--- src/rtl/ras_params.svh ---
// Purpose: Constants for the two-wire register access slave
// Assumes: Included by the package and by the slave module
// Notes:   Device addresses are 7-bit; register addresses are RAS_AW (8) bits
`ifndef RAS_PARAMS_SVH
`define RAS_PARAMS_SVH

// ----------------------------------------------------------------
// Addressing
// ----------------------------------------------------------------
`define RAS_FIXED_HI     5'h0a
`define RAS_SAM_ADDR_DEF 7'h2c
`define RAS_FIFO_ADDR    8'h05
`define RAS_AW           8

// ----------------------------------------------------------------
// Link timing
// ----------------------------------------------------------------
`define RAS_CLK_KHZ      100000
`define RAS_SCL_MAX_KHZ  5000
`define RAS_SCL_MIN_CYC  (`RAS_CLK_KHZ / `RAS_SCL_MAX_KHZ)

`endif

--- src/rtl/ras_pkg.sv ---
// Purpose: Types for the two-wire register access slave
// Assumes: ras_params.svh on the include path
// Notes:   Register side write request travels as one struct
package ras_pkg;
  `include "ras_params.svh"

  typedef enum logic [2:0] {
    sIdle, sDevAddr, sRegAddr, sWrData, sByteEnd, sAck, sRead, sMack
  } ras_state_e;

  typedef struct packed {
    logic                 valid;
    logic [`RAS_AW-1:0]   addr;
    logic [7:0]           data;
  } ras_regwr_s;
endpackage : ras_pkg

--- src/rtl/ras_sync.sv ---
// Purpose: Two-flop synchroniser for pin inputs
// Assumes: Inputs idle high
// Notes:   First stage feeds only the second stage
`timescale 1ns/100ps
module ras_sync #(
  parameter int WIDTH = 3
) (
  input  wire logic             mclk,
  input  wire logic             sys_rst,
  input  wire logic [WIDTH-1:0] din,
  output      logic [WIDTH-1:0] dout
);
  logic [WIDTH-1:0] meta;

  always_ff @(posedge mclk) begin
    if (sys_rst) begin
      meta <= '1;
      dout <= '1;
    end else begin
      meta <= din;
      dout <= meta;
    end
  end
endmodule : ras_sync

--- src/rtl/ras_slave.sv ---
// Purpose: Two-wire slave giving register write and read access
// Assumes: SCL below 5 MHz, far slower than mclk; point to point link
// Notes:   SDA is let go a little into SCL high; the keeper bridges that gap
// Contract
// - First byte is register address, rest data
// - FIFO address: all data bytes, address held
// - Read direction returns pointed register contents
// - Pointer advances after each returned byte
// - Pointer never advances at FIFO address
// - Never stretch SCL, follow master timing
// - Same framing and acknowledge as fast mode
// - Address upper five bits fixed 01010
// - Pin option: bit one zero, bit zero pin
// - SDA driven only while SCL low
// - Each side owns its SDA enable
// - Keeper holds last SDA level
// - One master, one slave only
// - Secure port address from configuration, default 0101100
// - MSB first, receiver acknowledges low
// - Master NAK ends read, device releases
`timescale 1ns/100ps
`include "ras_params.svh"
module ras_slave #(
  parameter logic [`RAS_AW-1:0] FIFO_ADDR = `RAS_FIFO_ADDR
) (
  input  wire logic                mclk,
  input  wire logic                sys_rst,
  input  wire logic                scl,
  input  wire logic                sdaIn,
  output      logic                sdaOut,
  output      logic                sdaOe,
  output      logic                sdaKeep,
  input  wire logic                addrPin,
  input  wire logic                addrFromPin,
  input  wire logic [1:0]          cfgAddrLow,
  input  wire logic                samMode,
  input  wire logic [6:0]          cfgSamAddr,
  output      ras_pkg::ras_regwr_s regWr,
  output      logic [`RAS_AW-1:0]  regPtr,
  output      logic                regRdStrobe,
  input  wire logic [7:0]          regRdData,
  output      logic                busy
);
  import ras_pkg::*;

  // ----------------------------------------------------------------
  // Pin sampling and line events
  // ----------------------------------------------------------------
  logic [2:0]   syncOut;
  logic         sclS;
  logic         sdaS;
  logic         addrPinS;
  logic         sclD;
  logic         sdaD;
  logic         sclRise;
  logic         sclFall;
  logic         startCond;
  logic         stopCond;
  ras_state_e   state;
  ras_state_e   rxKind;
  ras_state_e   ackNext;
  logic [2:0]   bitCnt;
  logic [7:0]   rxShift;
  logic [7:0]   txShift;
  logic [6:0]   devAddr;

  // SCL is only sampled; there is no SCL driver at all
  ras_sync #(
    .WIDTH (3)
  ) u_sync (
    .mclk    (mclk),
    .sys_rst (sys_rst),
    .din     ({scl, sdaIn, addrPin}),
    .dout    (syncOut)
  );

  assign sclS     = syncOut[2];
  assign sdaS     = syncOut[1];
  assign addrPinS = syncOut[0];

  always_ff @(posedge mclk) begin
    if (sys_rst) begin
      sclD <= 1'b1;
      sdaD <= 1'b1;
    end else begin
      sclD <= sclS;
      sdaD <= sdaS;
    end
  end

  // Start and stop are SDA edges while SCL stays high
  assign sclRise   = sclS & ~sclD;
  assign sclFall   = ~sclS & sclD;
  assign startCond = sclS & sclD & sdaD & ~sdaS;
  assign stopCond  = sclS & sclD & ~sdaD & sdaS;

  // ----------------------------------------------------------------
  // Device address selection
  // ----------------------------------------------------------------
  always_ff @(posedge mclk) begin
    if (sys_rst) begin
      devAddr <= `RAS_SAM_ADDR_DEF;
    end else if (samMode) begin
      devAddr <= cfgSamAddr;
    end else if (addrFromPin) begin
      devAddr <= {`RAS_FIXED_HI, 1'b0, addrPinS};
    end else begin
      devAddr <= {`RAS_FIXED_HI, cfgAddrLow};
    end
  end

  // Pointer holds at the FIFO so a burst drains or fills it
  function automatic logic [`RAS_AW-1:0] nextPtr(input logic [`RAS_AW-1:0] p);
    nextPtr = (p == FIFO_ADDR) ? p : p + 8'd1;
  endfunction : nextPtr

  // ----------------------------------------------------------------
  // Protocol engine
  // ----------------------------------------------------------------
  always_ff @(posedge mclk) begin
    regWr.valid <= 1'b0;
    regRdStrobe <= 1'b0;
    if (sys_rst) begin
      state      <= sIdle;
      rxKind     <= sIdle;
      ackNext    <= sIdle;
      bitCnt     <= 3'h0;
      rxShift    <= 8'h00;
      txShift    <= 8'h00;
      sdaOut     <= 1'b1;
      sdaOe      <= 1'b0;
      regPtr     <= 8'h00;
      regWr.addr <= 8'h00;
      regWr.data <= 8'h00;
    end else if (startCond) begin
      state  <= sDevAddr;
      bitCnt <= 3'h0;
      sdaOe  <= 1'b0;
    end else if (stopCond) begin
      state <= sIdle;
      sdaOe <= 1'b0;
    end else begin
      // Release on the cycle after the seen SCL rise, up to the fall; the keeper holds the level
      if (sclRise) begin
        sdaOe <= 1'b0;
      end
      case (state)
        sDevAddr, sRegAddr, sWrData: begin
          if (sclRise) begin
            rxShift <= {rxShift[6:0], sdaS};
            bitCnt  <= bitCnt + 3'h1;
            if (bitCnt == 3'h7) begin
              rxKind <= state;
              state  <= sByteEnd;
            end
          end
        end
        sByteEnd: begin
          if (sclFall) begin
            state  <= sAck;
            sdaOut <= 1'b0;
            sdaOe  <= 1'b1;
            if (rxKind == sDevAddr) begin
              if (rxShift[7:1] == devAddr) begin
                ackNext <= rxShift[0] ? sRead : sRegAddr;
              end else begin
                sdaOe <= 1'b0;
                state <= sIdle;
              end
            end else if (rxKind == sRegAddr) begin
              regPtr  <= rxShift;
              ackNext <= sWrData;
            end else begin
              regWr.valid <= 1'b1;
              regWr.addr  <= regPtr;
              regWr.data  <= rxShift;
              regPtr      <= nextPtr(regPtr);
              ackNext     <= sWrData;
            end
          end
        end
        sAck: begin
          if (sclFall) begin
            bitCnt <= 3'h0;
            if (ackNext == sRead) begin
              txShift     <= regRdData;
              regRdStrobe <= 1'b1;
              regPtr      <= nextPtr(regPtr);
              sdaOut      <= regRdData[7];
              sdaOe       <= 1'b1;
              state       <= sRead;
            end else begin
              state <= ackNext;
            end
          end
        end
        sRead: begin
          if (sclRise) begin
            bitCnt <= bitCnt + 3'h1;
            if (bitCnt == 3'h7) begin
              state <= sMack;
            end
          end else if (sclFall) begin
            txShift <= {txShift[6:0], 1'b0};
            sdaOut  <= txShift[6];
            sdaOe   <= 1'b1;
          end
        end
        sMack: begin
          if (sclRise) begin
            if (!sdaS) begin
              ackNext <= sRead;
              state   <= sAck;
            end else begin
              state <= sIdle;
            end
          end
        end
        default: begin
        end
      endcase
    end
  end

  // ----------------------------------------------------------------
  // Bus keeper and status
  // ----------------------------------------------------------------
  always_ff @(posedge mclk) begin
    if (sys_rst) begin
      sdaKeep <= 1'b1;
      busy    <= 1'b0;
    end else begin
      sdaKeep <= sdaOe ? sdaOut : sdaS;
      busy    <= (state != sIdle);
    end
  end
endmodule : ras_slave

--- config.mk ---
export PLATFORM = sky130hd
export DESIGN_NAME = ras_slave
export DESIGN_NICKNAME = d
export VERILOG_FILES = /design/src/rtl/ras_pkg.sv /design/src/rtl/ras_sync.sv /design/src/rtl/ras_slave.sv
export VERILOG_INCLUDE_DIRS = /design/src /design/src/rtl
export SDC_FILE = /design/constraint.sdc
export NUM_CORES = 1
export LEC_CHECK = 0
export BUFFER_PORTS_ARGS = -buffer_cell sky130_fd_sc_hd__buf_2
export CORE_MARGIN = 2
export CORE_UTILIZATION = 56
export DETAILED_ROUTE_END_ITERATION = 8
export GPL_TIMING_DRIVEN = 0
export PLACE_DENSITY = 0.79
export SLEW_MARGIN = 20
export SYNTH_ARGS = -nofsm -noshare
export SYNTH_HDL_FRONTEND = slang
export SYNTH_SLANG_ARGS = --single-unit
--- constraint.sdc ---
create_clock -name mclk -period 2.5 [get_ports mclk]
set_input_delay 0.125 -clock mclk [delete_from_list [all_inputs] [get_ports mclk]]
set_output_delay 0.125 -clock mclk [all_outputs]
set_load 0.1 [all_outputs]
==> flow_summary_export.csv <==
group,metric,value,unit
synthesis,synth_fp_nets,404,
die,core,0.005574,mm2
synthesis,synth-edff-count,0,
synthesis,synth-main-ff-cell,"dfxtp_1",
clock_tree,cts_tree,"done",
synthesis,ys_types,63,
final_layout,syn_to_final_growth,18.73,%
grt,grt_usage,24.58,%
synthesis,syn_area,0.003287,mm2
sta,relSlewSlack,61.78,%
detailed_routing,ant_nets,0,
grt,grt_overflow,0,
placement,dp_hpwl,5.412,mm
placement,port_buffers,53,
setup_path,arrival,2.26,ns
grt,grt_pass1_vias,2752,
hold_path,worstHoldPathType,"input port to register",
detailed_routing,vias_per_cell,5.743,
detailed_routing,drt_pass1_iterations,5,
die,num_io_pins,54,
sta,grt_setup_unrepaired,"no",
sta,setup_tns,0,ns
placement,gp_congestion,0.9621,
synthesis,synth_async_sr_flop_share,0,%
detailed_routing,vias,3015,
die,fp-row-count,27,
setup_path,end_kind,"register",
clock_tree,clk-insertion-delay-late,0.35,ns
grt,grt_pass1_wl,12.43,mm
clock_tree,cts_max_level,3,
sta,fin_crit,2.033,ns
detailed_routing,drt-initial-drc-count,231,
final_layout,diodes,0,
die,start_util,58.97,%
synthesis,synth-adder-area-share,1.523,%
detailed_routing,route.detailed.drc,0,
sta,skew,0.008694,ns
final_layout,fin_nets,476,
power_and_ir_drop,fin_total_pwr,2.112,mW
clock_tree,cts_num_sinks,72,
synthesis,synth_area_per_cell,8.742,um2
synthesis,ys_ff_latch,72,
grt,antenna_found_initial,0,
sta,drv_slew,0,
die,die_x,80.61,um
sta,finalCritPeriodShare,81.33,%
power_and_ir_drop,irDropWorstVdd,0.3334,mV
clock_tree,numCtsBuffers,9,
synthesis,synth-xor-area-share,2.132,%
synthesis,synth-seq-area-share,43.85,%
die,die_area,0.006498,mm2
setup_path,critPathMaxFanout,8,
sta,fmax,491.8,MHz
setup_path,crit_type,"register to register",
grt,grt_max_degree,15,
clock_tree,cts.root.buffer_cell,"clkbuf_8",
clock_tree,clockBufferDepth,2,
power_and_ir_drop,p_per_area,541.2,mW/mm2
synthesis,syn-instance-count,376,
setup_path,start_kind,"register",
synthesis,synth_warnings,0,
status,status,"finished, final reports clean",
setup_path,required,2.73,ns
detailed_routing,wl_per_cell,14.58,um
synthesis,synthMuxAreaShare,4.073,%
clock_tree,path_clk_slew,0.08,ns
sta,hold_violations,0,
synthesis,synth_top_family_by_area,"simple AND/OR/NAND/NOR gates",
sta,setup_viol,0,
sta,worst_slew_pin_slew,0.5726,ns
synthesis,synth_compound_area_share,20.44,%
final_layout,drive_gt1_share,22.30,%
detailed_routing,routed_wl,7.657,mm
die,die_h,80.61,um
power_and_ir_drop,p_leak,1.543,nW
synthesis,synthSimpleGateAreaFrac,24.02,%
job,maxCapViolCount,0,
-- registers in the layout, indices dropped and copies added, names as in the netlist --
signal	cells
ackNext	3
u_sync.meta	3
sdaD	1
busy	1
devAddr	7
regPtr	8
u_sync.dout	3
regWr	17
regRdStrobe	1
rxKind	3
sdaOut	1
sclD	1
rxShift	8
state	3
sdaKeep	1
txShift	7
sdaOe	1
bitCnt	3
-- through the flow --
stage	instances	hold slack (ns)	instance area [um2]	utilization (%)	setup slack, ns
after detailed placement	501	0.3121	3642	65.34	0.5263
after CTS	525	0.002378	3902	70.01	0.5098
after global routing	525	0.02511	3902	70.01	0.3415
after floorplan	376	0.2265	3287	-	0.2332
final	525	0.008611	3902	70.01	0.4667
after global placement	501	0.3054	3642	65.34	0.5804
-- final timing paths --
path                   from              to  slack [ns]  cells after the start
max reg2reg  u_sync.dout[2]      rxShift[3]        0.47                      5
max          u_sync.dout[2]      rxShift[3]        0.47                      5
min           cfgSamAddr[1]      devAddr[1]       0.009                      3
min reg2reg  u_sync.meta[0]  u_sync.dout[0]        0.41                      1
-- cell families after synthesis --
kind of cell | count (synthesis)
AOI/OAI and AO/OA | 96
xor gates and xnor gates | 8
adders and majority gates | 4
and+or+nand+nor | 157
muxes | 13
buffers and inverters | 26
DFF | 72
-- critical path, cell delays in order (launching register included) --
cell and delay (ns):
dfxtp_1 0.44, nor2b_1 0.49, nand2_1 0.17, nor2_2 0.48
mux2i_1 0.27, nor2_1 0.06
-- cell usage after synthesis (6+ instances only) --
library cell  instances  share of area, %
nor2_1               34               3.9
or2_2                 8               1.5
nor2b_1               6               1.1
a311oi_1              8               2.1
o21ai_0               7               1.1
nand2_1              58               6.6
clkbuf_1             10               1.1
and2_1                6               1.1
nand2b_1              7               1.3
xnor2_1               7               1.9
dfxtp_1              72                44
a22oi_1               7               1.6
mux2i_1              10               3.0
nand3_1              10               1.5
a21oi_1              32               4.9
-- report_power, final --
| part | switching (mW) | internal [mW] | total [mW] |
|---|---|---|---|
| Sequential | 0.00704 | 1.16 | 1.17 |
| Clock | 0.470 | 0.367 | 0.837 |
| Combinational | 0.0621 | 0.0472 | 0.109 |
| Total | 0.539 | 1.57 | 2.11 |
-- timing repair --
| action | in CTS | in global routing |
|---|---|---|
| gates resized for setup | 0 | 0 |
| hold buffers | 8 | 0 |
| buffers inserted | 0 | 0 |
| endpoints found under the hold margin | 8 | 0 |
-- per-layer routing --
| metal | GRT usage (%) | vias to the layer above | part of all wire, % |
|---|---|---|---|
| li1 | - | 1479 | - |
| met5 | 0 | - | 0 |
| met2 | 39.92 | 121 | 48 |
| met1 | 30.72 | 1397 | 43 |
| met4 | 11.86 | 0 | 1.9 |
| met3 | 5.506 | 18 | 7.0 |
-- placed cells by master (no fill, tap or decap), drive strengths merged, types with 6 or more instances in the layout --
cell	n
xnor2	7
nor2	36
nor2b	6
a22oi	7
buf	64
or2	8
and2	6
clkbuf	19
a21oi	34
inv	6
mux2i	10
a311oi	8
nand3	10
o21ai	8
dfxtp	72
nand2b	7
nand2	58
dlygate4sd3	8
-- cell type report --
cell class                      instances  area [um2]
Timing Repair Buffer                   61       345.3
Inverter                                5       18.77
Buffer                                 21       111.4
Clock inverter                          7       56.30
Multi-Input combinational cell        278        1715
Sequential cell                        72        1441
Clock buffer                            9       123.9
Fill cell                             483        1672
Tap cell                               72       90.09
Note: power is estimated with default switching activity, not from simulation.
